File: config.mk
export PLATFORM = sky130hd
export DESIGN_NAME = phy_diag_counters_bist_loopback
export DESIGN_NICKNAME = d
export VERILOG_FILES = /design/src/rtl/phy_diag_counters_bist_loopback.v
export VERILOG_INCLUDE_DIRS = /design/src /design/src/shared
export SDC_FILE = /design/constraint.sdc
export NUM_CORES = 1
export LEC_CHECK = 0
export ABC_CLOCK_PERIOD_IN_PS = 2100
export BUFFER_PORTS_ARGS = -buffer_cell sky130_fd_sc_hd__buf_2
export CAP_MARGIN = 20
export CORE_ASPECT_RATIO = 1.1
export CORE_MARGIN = 5
export CORE_UTILIZATION = 31
export DETAILED_ROUTE_END_ITERATION = 6
export GPL_TIMING_DRIVEN = 0
export MAX_ROUTING_LAYER = met4
export PLACE_DENSITY_LB_ADDON = 0.08
export RECOVER_POWER = 25
export SLEW_MARGIN = 20
export SYNTH_ARGS = -nofsm -noshare
export SYNTH_HDL_FRONTEND = slang
export SYNTH_SLANG_ARGS = --single-unit
File: constraint.sdc
create_clock -name mclk -period 2.1 [get_ports mclk]
set_input_delay 0.42 -clock mclk [delete_from_list [all_inputs] [get_ports mclk]]
set_output_delay 0.42 -clock mclk [all_outputs]
set_load 0.02 [all_outputs]
File: src/shared/phy_diag_regs.vh
// register offsets, field positions and reset values of the diagnostic block
`ifndef PHY_DIAG_REGS_VH
`define PHY_DIAG_REGS_VH
// register indices (byte address is four times the index)
`define FCNT_IDX        8'h14
`define RECNT_IDX       8'h15
`define STLB_IDX        8'h16
`define INTEN_IDX       8'h18
// byte addresses
`define FCNT_ADDR       12'h050
`define RECNT_ADDR      12'h054
`define STLB_ADDR       12'h058
`define INTEN_ADDR      12'h060
// control register fields
`define ERRMODE_BIT     14
`define CHKEN_BIT       13
`define GENEN_BIT       12
`define LOCK_BIT        11
`define SYNCLOSS_BIT    10
`define GENSTAT_BIT     9
`define PWRMODE_BIT     8
`define LBTX_BIT        6
`define LBSEL_MSB       4
// loopback select codes
`define LB_PCS_IN       5'h01
`define LB_PCS_OUT      5'h02
`define LB_DIGITAL      5'h04
`define LB_ANALOG       5'h08
`define LB_REVERSE      5'h10
// interrupt enable fields
`define FC_HF_EN_BIT    1
`define RE_HF_EN_BIT    0
// counter limits and half-full thresholds
`define FC_MAX          8'hFF
`define FC_HALF         8'h7F
`define RE_MAX          16'hFFFF
`define RE_HALF         16'h007F
// reset values
`define STLB_RESET      16'h0100
`define INTEN_RESET     2'h0
// bist checker lock threshold and error count limit
`define LOCK_GOOD       4'hF
`define BIST_ERR_MAX    8'hFF
`endif

File: src/rtl/phy_diag_counters_bist_loopback.v
// diagnostic counters, bist generator and checker, loopback select
//
// Contract
// false-carrier count is 8 bits, plus one per false carrier event
// false-carrier count sticks at FFh until cleared
// false-carrier count passing 7Fh raises a half-full event
// reading either counter register clears that counter
// 16-bit rx error count advances per error with carrier, rx valid, bad symbol
// rx error count frozen during mii loopback
// rx error count sticks at FFFFh until read
// rx error count passing 7Fh raises a half-full event
// error mode 1 wraps with pulse at max; 0 stops at max
// checker enable bit compares received data to prbs
// generator enable bit makes prbs packets; clearing stops it
// lock bit reads 1 while checker is synchronised
// sync-loss bit latches high until read
// generator status bit reads 1 while generator runs
// power-mode bit resets to 1, reads 0 in sleep
// at 100M with tx bit set, mac tx also goes to line
// software sets tx bit only while mii loopback is on
// loopback select is one-hot five-bit field
// per-counter enables gate half-full events to interrupt, reset 0
// clear-on-read returns old value; coinciding event counts after clear
`timescale 1ns/1ps
`include "phy_diag_regs.vh"
module phy_diag_counters_bist_loopback #(
   parameter PKT_LEN = 16'd1000,
   parameter IPG_LEN = 16'd12
)(
   input  wire        mclk,
   input  wire        sys_rst,
   input  wire        psel,
   input  wire        penable,
   input  wire        pwrite,
   input  wire [11:0] paddr,
   input  wire [31:0] pwdata,
   output reg  [31:0] prdata,
   output reg         pready,
   output reg         pslverr,
   input  wire        falseCarrier,
   input  wire        rxCarrier,
   input  wire        rxDv,
   input  wire        rxSymErr,
   input  wire        miiLoopback,
   input  wire        speed100,
   input  wire        sleepMode,
   input  wire        rxBit,
   input  wire        rxBitValid,
   input  wire [3:0]  macTxd,
   input  wire        macTxEn,
   output reg  [3:0]  lineTxd_r,
   output reg         lineTxEn_r,
   output reg         genBit_r,
   output reg         genValid_r,
   output reg  [4:0]  loopSel_r,
   output reg         bistErrPulse_r,
   output reg         halfFullIrq_r
);

   // ----------------------------------------
   // register state
   // ----------------------------------------
   reg  [7:0]  fcCnt_r;
   reg  [15:0] reCnt_r;
   reg         errMode_r;
   reg         chkEn_r;
   reg         genEn_r;
   reg         lbTx_r;
   reg         syncLoss_r;
   reg         fcHfEn_r;
   reg         reHfEn_r;
   reg         fcHf_r;
   reg         reHf_r;
   reg  [14:0] genLfsr_r;
   reg  [14:0] chkLfsr_r;
   reg  [3:0]  goodRun_r;
   reg         locked_r;
   reg  [7:0]  bistErr_r;
   reg  [15:0] genCnt_r;
   reg         genState_r;
   reg  [1:0]  gstate_r;
   wire        apbAcc;
   wire        wrEn;
   wire        rdEn;
   wire        rdFc;
   wire        rdRe;
   wire        rdStlb;
   wire        mapped;
   wire        reEvt;
   wire        chkNew;
   wire        chkMiss;
   wire [15:0] stlbView;

   // generator fsm states
   localparam [1:0] G_IDLE = 2'b01;
   localparam [1:0] G_PKT  = 2'b10;

   // ----------------------------------------
   // apb decode
   // ----------------------------------------
   assign apbAcc = psel & penable & pready;
   assign wrEn   = apbAcc & pwrite;
   assign rdEn   = psel & ~penable & ~pwrite;   // read side effects at the edge that loads prdata
   assign mapped = (paddr == `FCNT_ADDR) | (paddr == `RECNT_ADDR) |
                   (paddr == `STLB_ADDR) | (paddr == `INTEN_ADDR);
   assign rdFc   = rdEn & (paddr == `FCNT_ADDR);
   assign rdRe   = rdEn & (paddr == `RECNT_ADDR);
   assign rdStlb = rdEn & (paddr == `STLB_ADDR);

   // control register view
   assign stlbView = {1'b0, errMode_r, chkEn_r, genEn_r, locked_r, syncLoss_r,
                      genState_r, ~sleepMode, 1'b0, lbTx_r, 1'b0, loopSel_r};

   // ready one cycle after setup; error for unmapped addresses
   always @(posedge mclk)
   begin
      if (sys_rst)
      begin
         pready  <= 1'b0;
         pslverr <= 1'b0;
         prdata  <= 32'h00000000;
      end
      else
      begin
         pready  <= psel & ~penable;
         pslverr <= psel & ~penable & ~mapped;
         if (psel & ~penable & ~pwrite)
         begin
            case (paddr)
               `FCNT_ADDR:  prdata <= {24'h000000, fcCnt_r};
               `RECNT_ADDR: prdata <= {16'h0000, reCnt_r};
               `STLB_ADDR:  prdata <= {16'h0000, stlbView};
               `INTEN_ADDR: prdata <= {30'h00000000, fcHfEn_r, reHfEn_r};
               default:     prdata <= 32'h00000000;
            endcase
         end
      end
   end

   // ----------------------------------------
   // writable control fields
   // ----------------------------------------
   always @(posedge mclk)
   begin
      if (sys_rst)
      begin
         errMode_r <= 1'b0;
         chkEn_r   <= 1'b0;
         genEn_r   <= 1'b0;
         lbTx_r    <= 1'b0;
         loopSel_r <= 5'h00;
         fcHfEn_r  <= 1'b0;
         reHfEn_r  <= 1'b0;
      end
      else if (wrEn && paddr == `STLB_ADDR)
      begin
         errMode_r <= pwdata[`ERRMODE_BIT];
         chkEn_r   <= pwdata[`CHKEN_BIT];
         genEn_r   <= pwdata[`GENEN_BIT];
         lbTx_r    <= pwdata[`LBTX_BIT];
         loopSel_r <= pwdata[`LBSEL_MSB:0];
      end
      else if (wrEn && paddr == `INTEN_ADDR)
      begin
         fcHfEn_r  <= pwdata[`FC_HF_EN_BIT];
         reHfEn_r  <= pwdata[`RE_HF_EN_BIT];
      end
   end

   // ----------------------------------------
   // false carrier and rx error counters
   // ----------------------------------------
   assign reEvt = rxCarrier & rxDv & rxSymErr & ~miiLoopback;

   // cleared where prdata takes the old count; an event there starts the new count at one
   always @(posedge mclk)
   begin
      if (sys_rst)
      begin
         fcCnt_r <= 8'h00;
         reCnt_r <= 16'h0000;
      end
      else
      begin
         if (rdFc)
            fcCnt_r <= {7'h00, falseCarrier};
         else if (falseCarrier && fcCnt_r != `FC_MAX)
            fcCnt_r <= fcCnt_r + 8'h01;
         if (rdRe)
            reCnt_r <= {15'h0000, reEvt};
         else if (reEvt && reCnt_r != `RE_MAX)
            reCnt_r <= reCnt_r + 16'h0001;
      end
   end

   // half-full events on crossing the threshold, gated onto one output
   always @(posedge mclk)
   begin
      if (sys_rst)
      begin
         fcHf_r        <= 1'b0;
         reHf_r        <= 1'b0;
         halfFullIrq_r <= 1'b0;
      end
      else
      begin
         fcHf_r <= ~rdFc & falseCarrier & (fcCnt_r == `FC_HALF);
         reHf_r <= ~rdRe & reEvt & (reCnt_r == `RE_HALF);
         halfFullIrq_r <= (fcHf_r & fcHfEn_r) | (reHf_r & reHfEn_r);
      end
   end

   // ----------------------------------------
   // prbs packet generator
   // ----------------------------------------
   always @(posedge mclk)
   begin
      if (sys_rst)
      begin
         gstate_r   <= G_IDLE;
         genCnt_r   <= 16'h0000;
         genLfsr_r  <= 15'h7FFF;
         genBit_r   <= 1'b0;
         genValid_r <= 1'b0;
         genState_r <= 1'b0;
      end
      else
      begin
         genState_r <= genEn_r;
         case (gstate_r)
            G_IDLE:
            begin
               genValid_r <= 1'b0;
               if (!genEn_r)
                  genCnt_r <= 16'h0000;
               else if (genCnt_r >= IPG_LEN)
               begin
                  gstate_r <= G_PKT;
                  genCnt_r <= 16'h0000;
               end
               else
                  genCnt_r <= genCnt_r + 16'h0001;
            end
            G_PKT:
            begin
               genLfsr_r  <= {genLfsr_r[13:0], genLfsr_r[14] ^ genLfsr_r[13]};
               genBit_r   <= genLfsr_r[14];
               genValid_r <= 1'b1;
               if (!genEn_r || genCnt_r >= PKT_LEN - 16'd1)
               begin
                  gstate_r <= G_IDLE;
                  genCnt_r <= 16'h0000;
               end
               else
                  genCnt_r <= genCnt_r + 16'h0001;
            end
            default:
               gstate_r <= G_IDLE;
         endcase
      end
   end

   // ----------------------------------------
   // prbs checker: self-seeding lfsr, lock after a run of good bits
   // ----------------------------------------
   assign chkNew  = chkLfsr_r[14] ^ chkLfsr_r[13];
   assign chkMiss = rxBit ^ chkNew;

   always @(posedge mclk)
   begin
      if (sys_rst)
      begin
         chkLfsr_r      <= 15'h0000;
         goodRun_r      <= 4'h0;
         locked_r       <= 1'b0;
         syncLoss_r     <= 1'b0;
         bistErr_r      <= 8'h00;
         bistErrPulse_r <= 1'b0;
      end
      else
      begin
         bistErrPulse_r <= 1'b0;
         if (rdStlb)
            syncLoss_r <= 1'b0;
         if (!chkEn_r)
         begin
            goodRun_r <= 4'h0;
            locked_r  <= 1'b0;
            bistErr_r <= 8'h00;
         end
         else if (rxBitValid)
         begin
            chkLfsr_r <= {chkLfsr_r[13:0], rxBit};
            if (!locked_r)
            begin
               goodRun_r <= chkMiss ? 4'h0 : goodRun_r + 4'h1;
               if (!chkMiss && goodRun_r == `LOCK_GOOD - 4'h1)
                  locked_r <= 1'b1;
            end
            else if (chkMiss)
            begin
               if (bistErr_r == `BIST_ERR_MAX)
               begin
                  if (errMode_r)
                  begin
                     bistErr_r      <= 8'h00;
                     bistErrPulse_r <= 1'b1;
                  end
               end
               else
                  bistErr_r <= bistErr_r + 8'h01;
               if (goodRun_r != 4'h0)
                  goodRun_r <= 4'h0;
               else
               begin
                  locked_r   <= 1'b0;
                  syncLoss_r <= 1'b1;
               end
            end
            else
               goodRun_r <= 4'h1;
         end
      end
   end

   // ----------------------------------------
   // line transmit path in mii loopback
   // ----------------------------------------
   always @(posedge mclk)
   begin
      if (sys_rst)
      begin
         lineTxd_r  <= 4'h0;
         lineTxEn_r <= 1'b0;
      end
      else
      begin
         lineTxEn_r <= macTxEn & (~miiLoopback | (lbTx_r & speed100));
         lineTxd_r  <= macTxd;
      end
   end

endmodule // phy_diag_counters_bist_loopback

# Word-level counts from Yosys, hierarchy flattened
# Cells that the tools add are included.
[op_classes]
muxes = 31
add_sub_neg = 5
eq_ne = 17
n_bitwise = 41
n_reduce_logical = 21
n_lt_le_gt_ge = 2
[op_table]
columns = ["op", "count"]
rows = [
  ["$pmux 16 s4", 1],
  ["$eq 12x7->1 const B", 4],
  ["$mux 16", 3],
  ["$add 16x1->16 const B", 2],
  ["$pmux 16 s2", 1],
  ["$and 1x1->1", 20],
  ["$add 8x1->8 const B", 2],
  ["$eq 16x7->1 const B", 1],
  ["$ge 16x10->1 const B", 1],
  ["$ge 16x4->1 const B", 1],
  ["$mux 4", 4],
  ["$mux 8", 2],
  ["$ne 16x16->1 const B", 1],
  ["$mux 1", 15],
  ["$not 1->1", 13],
  ["$eq 8x7->1 const B", 1],
  ["$eq 8x8->1 const B", 1],
  ["$ne 2x2->1 const B", 4],
  ["$ne 8x8->1 const B", 1],
  ["$mux 2", 3],
  ["$reduce_and 2->1", 3],
  ["$reduce_bool 2->1", 3],
  ["$reduce_or 2->1", 3],
  ["$reduce_or 6->1", 1],
  ["15 further kinds", 26],
]
[word_totals]
elab_cells = 148
out_inout_bits = 48
input_bits = 63
ff_bits = 143

# Logic depth before layout (Yosys ltp)
# Gate-level depths: netlist of run 1.
[logic_depth]
ltp_word = 10
depth_mapped = 8
ltp_nobuf = 7

# Least setup slack after synthesis of run 1
# OpenSTA, ideal clock, no wires.
[synth_path]
path_kind = "flip-flop to flip-flop"
start = "register reCnt_r[0]"
end = "register reCnt_r[12]"
arrival_ps = 1617
setup_slack_ps = 367
n_path_buf = 1
path_stages_with_launch = 8
cell_sequence = "dfxtp_1 > ha_1 > inv_1 > or3_1 > buf_6 > nor4_4 > xnor2_1 > nor2_2"
[synth_between]
elab_chain_len = 2
[synth_rtl]
columns = ["element", "line_no", "text"]
rows = [
  ["start: declaration", "phy_diag_counters_bist_loopback.v:64", "reg [15:0] reCnt_r;"],
  ["start signal: assignment", "phy_diag_counters_bist_loopback.v:190", "reCnt_r <= {15'h0000, reEvt};"],
  ["start signal: assignment", "phy_diag_counters_bist_loopback.v:192", "reCnt_r <= reCnt_r + 16'h0001;"],
  ["parallel branches: the longest is 2 deep, another holds $add 16x1->16", "n/a", ""],
]
# Several ways; the timed one is not identified.
# A chain may end at the register's enable or synchronous reset.

# Final worst setup path of run 1
[layout_path]
start = "input penable"
end = "register fcHf_r"
[layout_between]
elab_chain_len = 7
[layout_rtl]
columns = ["element", "line_no", "text"]
rows = [
  ["start: declaration", "phy_diag_counters_bist_loopback.v:33", "input wire penable,"],
  ["$not 1->1", "phy_diag_counters_bist_loopback.v:103", "assign rdEn = psel & ~penable & ~pwrite;"],
  ["$and 1x1->1 (2 in series)", "phy_diag_counters_bist_loopback.v:103", ""],
  ["$and 1x1->1", "phy_diag_counters_bist_loopback.v:106", "assign rdFc = rdEn & (paddr == `FCNT_ADDR);"],
  ["$not 1->1", "phy_diag_counters_bist_loopback.v:207", "fcHf_r <= ~rdFc & falseCarrier & (fcCnt_r == `FC_HALF);"],
  ["$and 1x1->1 (2 in series)", "phy_diag_counters_bist_loopback.v:207", ""],
  ["end signal: assignment", "phy_diag_counters_bist_loopback.v:207", ""],
  ["end: declaration", "phy_diag_counters_bist_loopback.v:72", "reg fcHf_r;"],
]
# Every way passes these cells.

==> flow_summary_export.csv, run 1 <==
group,metric,value,unit
outcome,status,"completed",
clock_tree,clock_latency,420,ps
cells_and_area,fillers,1932,
pwr,cellPowerDensity,785,mW/mm²
logic_synthesis,synth_area_leaders,"dfxtp_1 44%, mux2i_1 7.0%, nand2_1 5.6%, nor2_1 5.2%, a22o_1 3.2%",
worst_setup_path,required,2390,ps
clock_tree,ctsHtreeMaxLevel,4,
routing,vias_per_cell,4.77,
floorplanning,dieWidth,140,µm
worst_setup_path,ff2ff_path_depth,7,
run,drv_cap,0,
min_path,hold_class,"input pin to flip-flop",
sta,hold_viol,0,
min_path,hold-path-cell-count,2,
sta,fin_ws,128,ps
clock_tree,clock_sinks,127,
cells_and_area,regArea,0.00254,mm²
placement,post-dp-hpwl,11.4,mm
placement,io_buffers,70,
worst_setup_path,r2r_end,"reCnt_r[4]",
floorplanning,rows,52,
logic_synthesis,synthTopCellsByCount,"127 x dfxtp_1, 86 x nand2_1, 80 x nor2_1",
logic_synthesis,synth-edff-count,0,
logic_synthesis,synth_seq_cells,127,
sta,setup_violations,0,
clock_tree,cts_root_buf,"clkbuf_16",
cells_and_area,diodes,0,
logic_synthesis,syn-cell-area,0.00576,mm²
logic_synthesis,synth_top_cell_by_area,"dfxtp_1",
min_path,min_to,"lineTxd_r[1]",
worst_setup_path,arrival,2270,ps
pwr,p_leak,0.00256,µW
cells_and_area,final_nets,824,
floorplanning,io_pins,111,
floorplanning,core,0.0183,mm²
routing,drtPass1Iterations,4,
worst_setup_path,cp-start-kind,"input pin",
worst_setup_path,startpoint,"penable",
logic_synthesis,synth.distinct_cells,59,
logic_synthesis,yosysMostFrequentCell,"dfxtp_1",
routing,postRouteAntennaNets,0,
sta,tightestPinTransition,688,ps
logic_synthesis,netlist.area_leader.share,44.1,%
sta,fin_crit,1970,ps
logic_synthesis,async_flop_share,0,%
routing,drc_errors,0,
worst_setup_path,r2r_start,"reCnt_r[1]",
floorplanning,die_y,153,µm
sta,rsz0062_at_grt,"no",
placement,pre_cts_ws,-349,ps
global_routing,grt_pass1_vias,4731,
sta,skew,7.42,ps
clock_tree,cts_buffers,17,
logic_synthesis,synth.avg_cell_area,8.89,µm²
global_routing,grt_pass1_wl,24.6,mm
worst_setup_path,rrSetupSlack,150,ps
routing,drt-total-wl,15.1,mm
global_routing,grt_max_degree,17,
cells_and_area,multi_input_area,0.00297,mm²
pwr,ir_worst_vdd,0.000537,V
logic_synthesis,syn_inst,648,
min_path,min-delay-start,"macTxd[1]",
routing,vias,4806,
sta,layout_worst_path_cycle_share,93.9,%
clock_tree,cts_tree,"yes",
global_routing,grt_overflow,0,
floorplanning,die_area,0.0214,mm²
worst_setup_path,path_class,"input pin to flip-flop",
routing,drtIter0Drc,250,
logic_synthesis,ys_seq_area_share,44.1,%
sta,relSlewSlack,54.0,%
floorplanning,initial_utilization,31.4,%
sta,fin_hold_ws,205,ps
pwr,power,5510,µW
sta,max_freq,507,MHz
routing,wire_per_inst,15.0,µm
placement,gp_congestion,0.862,
global_routing,antenna_found_initial,0,
worst_setup_path,path_max_fanout,8,
clock_tree,path_clk_slew,60,ps
cells_and_area,area_delta_synth_final,21.9,%
clock_tree,clockBufferDepth,2,
logic_synthesis,synthFlopType,"dfxtp_1",
worst_setup_path,end_kind,"flip-flop",
sta,drv_slew,0,
cells_and_area,drive_above_1_share,16.0,%
cells_and_area,fin_util,38.3,%
logic_synthesis,yosysWarnings,0,
global_routing,grt_use_total,14.7,%
[sequential cells by signal (all words and copies together), names as in the netlist, 2 cells and up]
register / flops
goodRun_r: 4
gstate_r: 2
reCnt_r: 16
fcCnt_r: 8
loopSel_r: 5
genLfsr_r: 15
lineTxd_r: 4
bistErr_r: 8
prdata: 16
genCnt_r: 16
chkLfsr_r: 15
[worst max-delay path: stages]
cell and delay [ps]:
buf_2 110, nor3b_1 580, nand4_1 380, or3_1 420, nand2_1 240, nor3_1 110
[logic make-up (layout without fill, tap and decap cells)]
family,count (synthesis),after routing,synth area share [%]
adder cells (fa/ha/maj),10,10,2.17
flip-flops,127,127,44.1
AO/OA/AOI/OAI,99,99,12.0
XOR/XNOR,32,32,5.15
AND/OR/NAND/NOR,278,278,23.9
buffers and inverters,60,161,5.43
multiplexers,41,41,7.15
other,1,16,0.0651
[stage by stage]
stage	TNS, ps	cell area, µm²	instances
finish	0	7020	1007
floorplan	0	5820	663
detailed placement	-9200	6470	976
CTS	0	7050	1008
global route	0	7020	1007
global placement	-10030	6470	976
[where the power goes]
part	leakage (µW)	internal (µW)	switching, µW
Combinational	0.00125	81.4	147
Clock	0.000281	1790	1070
Sequential	0.00103	2420	8.49
[metal layers]
| layer | vias to the layer above | GRT usage, % | routed length, µm |
|---|---|---|---|
| met5 | - | - | 0 |
| met4 | 0 | 5.26 | 275 |
| met3 | 17 | 4.13 | 815 |
| met1 | 2229 | 19.3 | 7230 |
| met2 | 105 | 21.6 | 6750 |
| li1 | 2455 | - | - |
[final cells by class]
| type | instances | area share, % |
|---|---|---|
| buffer | 46 | 3.72 |
| clock buffer | 20 | 6.50 |
| multi-input combinational | 476 | 42.2 |
| tap | 243 | 4.33 |
| sequential | 127 | 36.2 |
| clock inverter | 12 | 1.67 |
| inverter | 12 | 0.641 |
| timing repair buffer | 71 | 4.67 |
[what timing repair did]
item	4_1_cts	5_1_grt
setup buffers	0	1
resized for setup	0	4
hold endpoints to repair	0	0
hold buffers	0	0
endpoints found under the setup margin	0	5
[cell usage in the layout (no fill, tap or decap), drive strengths merged, types with 13 or more instances in the layout]
cell type and instances:
a22o 21, buf 77, o21ai 13, nor3 13, clkbuf 60, nor2 81
conb 16, nand4 20, a21oi 32, mux2i 40, xnor2 20, nand3 19
dfxtp 127, nand2 86
[worst max-delay path by stage]
stage                   to  slack, ps  cells after the start
2_1_floorplan  reCnt_r[12]        370                      7
3_3_place_gp    reCnt_r[5]       -360                      6
3_5_place_dp        fcHf_r       -350                      6
4_1_cts             fcHf_r         90                      6
5_1_grt         reCnt_r[4]          6                      7
6_report            fcHf_r        130                      6
Power figures use the tool's default switching activity.
==> run 2, diff against run 1 <==
--- a/config.mk
+++ b/config.mk
@@ -7,7 +7,7 @@
 export NUM_CORES = 1
 export LEC_CHECK = 0
 export ABC_CLOCK_PERIOD_IN_PS = 2100
-export BUFFER_PORTS_ARGS = -buffer_cell sky130_fd_sc_hd__buf_2
+export BUFFER_PORTS_ARGS = -buffer_cell sky130_fd_sc_hd__buf_4
 export CAP_MARGIN = 20
 export CORE_ASPECT_RATIO = 1.1
 export CORE_MARGIN = 5
==> flow_summary_export.csv, run 2 (synthesis results as in run 1) <==
group,metric,value,unit
outcome,status,"completed",
floorplanning,io_pins,111,
worst_setup_path,r2r_end,"reCnt_r[0]",
routing,drt-total-wl,15.0,mm
clock_tree,cts_buffers,17,
floorplanning,rows,52,
worst_setup_path,arrival,2330,ps
routing,postRouteAntennaNets,0,
worst_setup_path,path_class,"flip-flop to flip-flop",
clock_tree,path_clk_slew,60,ps
worst_setup_path,path_max_fanout,10,
clock_tree,clock_sinks,127,
floorplanning,core,0.0183,mm²
pwr,cellPowerDensity,762,mW/mm²
floorplanning,initial_utilization,31.4,%
worst_setup_path,r2r_start,"reCnt_r[14]",
global_routing,grt_pass1_vias,4579,
worst_setup_path,end_kind,"flip-flop",
placement,place_inst,976,
pwr,p_leak,0.00257,µW
global_routing,grt_max_degree,17,
placement,gp_congestion,0.842,
worst_setup_path,cp-start-kind,"flip-flop",
min_path,min_to,"lineTxEn_r",
global_routing,grt_use_total,14.5,%
clock_tree,cts_hold_buffers,0,
worst_setup_path,required,2440,ps
cells_and_area,layout_common_cells,"127 x dfxtp_1, 86 x nand2_1, 80 x nor2_1",
placement,io_buffers,70,
routing,drc_errors,0,
cells_and_area,layout_commonest_cell,"dfxtp_1",
clock_tree,cts_tree,"yes",
routing,drtIter0Drc,272,
cells_and_area,fin_util,38.8,%
min_path,min-delay-start,"miiLoopback",
clock_tree,ctsHtreeMaxLevel,4,
floorplanning,dieWidth,140,µm
clock_tree,clockBufferDepth,2,
sta,drv_slew,0,
sta,skew,6.52,ps
sta,max_freq,501,MHz
worst_setup_path,rrSetupSlack,110,ps
sta,final.setup.tns,0,ps
routing,wire_per_inst,14.9,µm
worst_setup_path,ff2ff_path_depth,7,
clock_tree,cts_root_buf,"clkbuf_16",
sta,hold_viol,0,
sta,tightestPinTransition,675,ps
sta,layout_worst_path_cycle_share,95.0,%
min_path,hold_class,"input pin to flip-flop",
sta,fin_crit,1990,ps
cells_and_area,drive_above_1_share,15.7,%
global_routing,grt_pass1_wl,24.0,mm
min_path,hold-path-cell-count,2,
cells_and_area,top_regs,"genCnt_r: 16 flops, prdata: 16 flops, reCnt_r: 16 flops",
sta,relSlewSlack,54.9,%
sta,rsz0062_at_grt,"yes",
cells_and_area,final_nets,825,
floorplanning,die_area,0.0214,mm²
sta,setup_violations,0,
cells_and_area,area_delta_synth_final,23.6,%
global_routing,grt_overflow,0,
cells_and_area,diodes,0,
pwr,ir_worst_vdd,0.000557,V
routing,vias_per_cell,4.82,
cells_and_area,fillers,1916,
routing,vias,4854,
floorplanning,die_y,153,µm
cells_and_area,final_cells,1008,
placement,post-dp-hpwl,11.4,mm
routing,drtPass1Iterations,4,
clock_tree,clock_latency,420,ps
run,drv_cap,0,
global_routing,antenna_found_initial,0,
==> run 2: cell types whose count changed in the layout (fill, tap and decap cells not counted), moves of 2 or more <==
cell	previous run	this run
buf_2	54	8
clkinv_4	0	4
buf_4	19	64
clkinv_2	7	5
clkbuf_1	38	40
==> run 2: how the worst max path moves through the flow <==
stage / startpoint / to / slack, ps
4_1_cts: penable / reCnt_r[5] / 100
6_report: reCnt_r[14] / reCnt_r[0] / 110
5_1_grt: reCnt_r[14] / reCnt_r[0] / -80
3_5_place_dp: penable / reCnt_r[5] / -350
3_3_place_gp: penable / reCnt_r[5] / -370
2_1_floorplan: reCnt_r[0] / reCnt_r[12] / 370
==> run 2: report_power, final <==
part,internal [µW],switching (µW)
Sequential,2420,8.16
Clock,1650,1100
Combinational,101,148
Total,4170,1260
==> run 2: metal layers <==
layer	global-route usage, %	wire (µm)
met2	22.0	6850
met3	4.00	749
met5	-	0
met1	18.7	7190
met4	4.66	195
==> run 2: per-stage QoR <==
stage          area, µm²  worst slack, ps  hold WS (ps)  power, µW
2_1_floorplan       5820              367           432       2620
3_3_place_gp        6650             -370           438       2730
3_5_place_dp        6650             -349           443       2740
4_1_cts             7210              105           170       5520
5_1_grt             7120            -77.7           190       5630
6_report            7120              105           192       5430
==> run 2: layout make-up <==
type                       instances  area, µm²  share of cell area (%)
sequential                       127       2540                    35.7
clock inverter                    14        120                    1.69
buffer                            47        264                    3.71
clock buffer                      18        439                    6.17
inverter                          12       45.0                   0.633
timing repair buffer              71        439                    6.17
tap                              243        304                    4.27
multi-input combinational        476       2970                    41.7
==> run 2: repair_timing <==
action	4_1_cts	5_1_grt
resized for setup	0	1
endpoints found under the setup margin	0	13
setup buffers	0	1
==> run 2: critical path, stage by stage (launching register included) <==
cell      delay [ps]
dfxtp_1          300
clkbuf_1         370
nand3_1          290
o41ai_4          390
buf_4            200
xnor2_1          120
nor2_1            50
a211oi_1         200
==> run 3, diff against run 2 <==
--- a/config.mk
+++ b/config.mk
@@ -6,7 +6,7 @@
 export SDC_FILE = /design/constraint.sdc
 export NUM_CORES = 1
 export LEC_CHECK = 0
-export ABC_CLOCK_PERIOD_IN_PS = 2100
+export ABC_CLOCK_PERIOD_IN_PS = 2200
 export BUFFER_PORTS_ARGS = -buffer_cell sky130_fd_sc_hd__buf_4
 export CAP_MARGIN = 20
 export CORE_ASPECT_RATIO = 1.1
@@ -17,6 +17,7 @@
 export MAX_ROUTING_LAYER = met4
 export PLACE_DENSITY_LB_ADDON = 0.08
 export RECOVER_POWER = 25
+export REMOVE_ABC_BUFFERS = 1
 export SLEW_MARGIN = 20
 export SYNTH_ARGS = -nofsm -noshare
 export SYNTH_HDL_FRONTEND = slang
==> constraint.sdc (replaced) <==
create_clock -name mclk -period 2.2 [get_ports mclk]
set_input_delay 0.44 -clock mclk [delete_from_list [all_inputs] [get_ports mclk]]
set_output_delay 0.44 -clock mclk [all_outputs]
set_load 0.02 [all_outputs]
==> flow_summary_export.csv, run 3 (synthesis results as in run 1) <==
group,metric,value,unit
outcome,status,"completed",
floorplanning,rows,52,
cells_and_area,final_nets,780,
global_routing,grt_pass1_vias,4673,
floorplanning,core,0.0183,mm²
pwr,clockPowerShare,56.0,%
pwr,p_int,4560,µW
min_path,hold_class,"input pin to flip-flop",
sta,relSlewSlack,30.8,%
routing,drtPass1Iterations,4,
clock_tree,clock_latency,420,ps
cells_and_area,top_regs,"genCnt_r: 16 flops, prdata: 16 flops, reCnt_r: 16 flops",
pwr,p_comb_share,3.6,%
sta,hold_viol,0,
sta,setup_violations,0,
floorplanning,die_y,153,µm
pwr,p_leak,0.00246,µW
sta,fin_crit,2010,ps
floorplanning,die_area,0.0214,mm²
worst_setup_path,arrival,2290,ps
clock_tree,cts_tree,"yes",
placement,gp_congestion,0.825,
pwr,cellPowerDensity,819,mW/mm²
worst_setup_path,path_class,"flip-flop to flip-flop",
worst_setup_path,cp-start-kind,"flip-flop",
sta,layout_worst_path_cycle_share,91.2,%
global_routing,grt_overflow,0,
routing,vias,4663,
routing,postRouteAntennaNets,0,
run,drv_cap,0,
clock_tree,path_clk_slew,50,ps
placement,io_buffers,71,
worst_setup_path,path_max_fanout,7,
sta,tightestPinTransition,1030,ps
cells_and_area,layout_commonest_cell,"dfxtp_1",
global_routing,grt_use_total,14.4,%
global_routing,antenna_found_initial,0,
worst_setup_path,cp_slowest_stage_delay,530,ps
pwr,seqPwrFrac,40.5,%
cells_and_area,drive_above_1_share,13.1,%
cells_and_area,final_area,0.00700,mm²
routing,drc_errors,0,
sta,drv_slew,0,
sta,max_freq,498,MHz
sta,skew,6.11,ps
worst_setup_path,cp_cell_sequence,"ha_1 > inv_1 > or3_1 > nor4_4 > xnor2_1 > nor2_2",
clock_tree,clock_sinks,127,
floorplanning,dieWidth,140,µm
clock_tree,cts_hold_buffers,0,
global_routing,grt_max_degree,47,
placement,placed_cell_area,0.00640,mm²
routing,wire_per_inst,15.2,µm
clock_tree,ctsHtreeMaxLevel,4,
clock_tree,cts_buffers,17,
clock_tree,cts_setup_buffers,0,
cells_and_area,layout_common_cells,"127 x dfxtp_1, 86 x nand2_1, 79 x nor2_1",
sta,final.setup.tns,0,ps
floorplanning,io_pins,111,
routing,drt-total-wl,14.6,mm
cells_and_area,diodes,0,
floorplanning,initial_utilization,31.4,%
routing,drtIter0Drc,243,
clock_tree,cts_root_buf,"clkbuf_16",
global_routing,grt_pass1_wl,24.1,mm
cells_and_area,area_delta_synth_final,21.5,%
clock_tree,clockBufferDepth,2,
worst_setup_path,required,2480,ps
placement,post-dp-hpwl,10.3,mm
worst_setup_path,cpMaxStageDelayCell,"or3_1",
pwr,swShare,20.5,%
routing,vias_per_cell,4.84,
sta,rsz0062_at_grt,"no",
pwr,ir_worst_vdd,0.000535,V
pwr,p_switching,1170,µW
worst_setup_path,end_kind,"flip-flop",
==> run 3: cell types whose count changed in the layout (fill, tap and decap cells not counted), moves of 2 or more <==
cell,previous run,this run
clkbuf_2,2,0
bufinv_16,1,6
clkinvlp_4,4,2
buf_4,64,44
buf_2,8,0
buf_1,3,0
clkbuf_1,40,29
clkinv_4,4,0
==> run 3: layout make-up <==
| class | instances | area (µm²) |
|---|---|---|
| fillers | 1927 | 11300 |
| multi-input cells | 476 | 2990 |
| repair buffers | 72 | 435 |
| inverters | 12 | 48.8 |
| clock inverters | 12 | 213 |
| well taps | 243 | 304 |
| clock buffers | 20 | 457 |
| repair inverters | 1 | 5.00 |
| flip-flops and latches | 127 | 2540 |
==> run 3: worst max-delay path, delay by kind of cell, from the launching register on <==
| kind | cells | cell delay (ps) |
|---|---|---|
| flip-flops | 1 | 480 |
| XOR/XNOR | 1 | 160 |
| adder cells (fa/ha/maj) | 1 | 240 |
| AND/OR/NAND/NOR | 3 | 890 |
| buffers and inverters | 1 | 90 |
==> run 3: power by group through the flow <==
| stage | clock [µW] | sequential, µW | combinational, µW |
|---|---|---|---|
| after CTS | 3280 | 2320 | 211 |
| final | 3210 | 2320 | 205 |
| after global routing | 3380 | 2320 | 224 |
| after detailed placement | 0 | 2370 | 209 |
| after floorplan | 0 | 2370 | 83.5 |
| after global placement | 0 | 2370 | 206 |
==> run 3: through the flow <==
stage	std cells	hold WS, ps	power, µW	utilization [%]	setup slack, ps
3_5_place_dp	930	445	2580	34.9	-703
2_1_floorplan	615	426	2460	-	-179
6_report	963	200	5730	38.1	193
4_1_cts	962	183	5810	38.7	53.7
5_1_grt	963	205	5920	38.1	17.9
3_3_place_gp	929	437	2570	34.8	-1360
==> run 3: routing by layer <==
| metal | vias up | wire (µm) | track usage [%] |
|---|---|---|---|
| met2 | 103 | 7200 | 23.5 |
| met1 | 2172 | 6610 | 17.1 |
| li1 | 2366 | - | - |
| met3 | 22 | 567 | 3.66 |
| met5 | - | 0 | - |
| met4 | 0 | 239 | 5.21 |
==> run 3: what timing repair did <==
| action | in CTS | in global routing |
|---|---|---|
| cloned | 0 | 1 |
| pin swaps | 0 | 0 |
| endpoints found under the setup margin | 25 | 20 |
| gates resized for setup | 5 | 1 |
==> run 3: worst paths after layout <==
kind | startpoint | end | slack (ps) | depth (start not counted)
setup / recovery | reCnt_r[0] | reCnt_r[12] | 190 | 6
hold / removal | miiLoopback | lineTxEn_r | 200 | 2
setup reg to reg | reCnt_r[0] | reCnt_r[12] | 190 | 6
hold reg to reg | chkLfsr_r[5] | chkLfsr_r[6] | 450 | 2
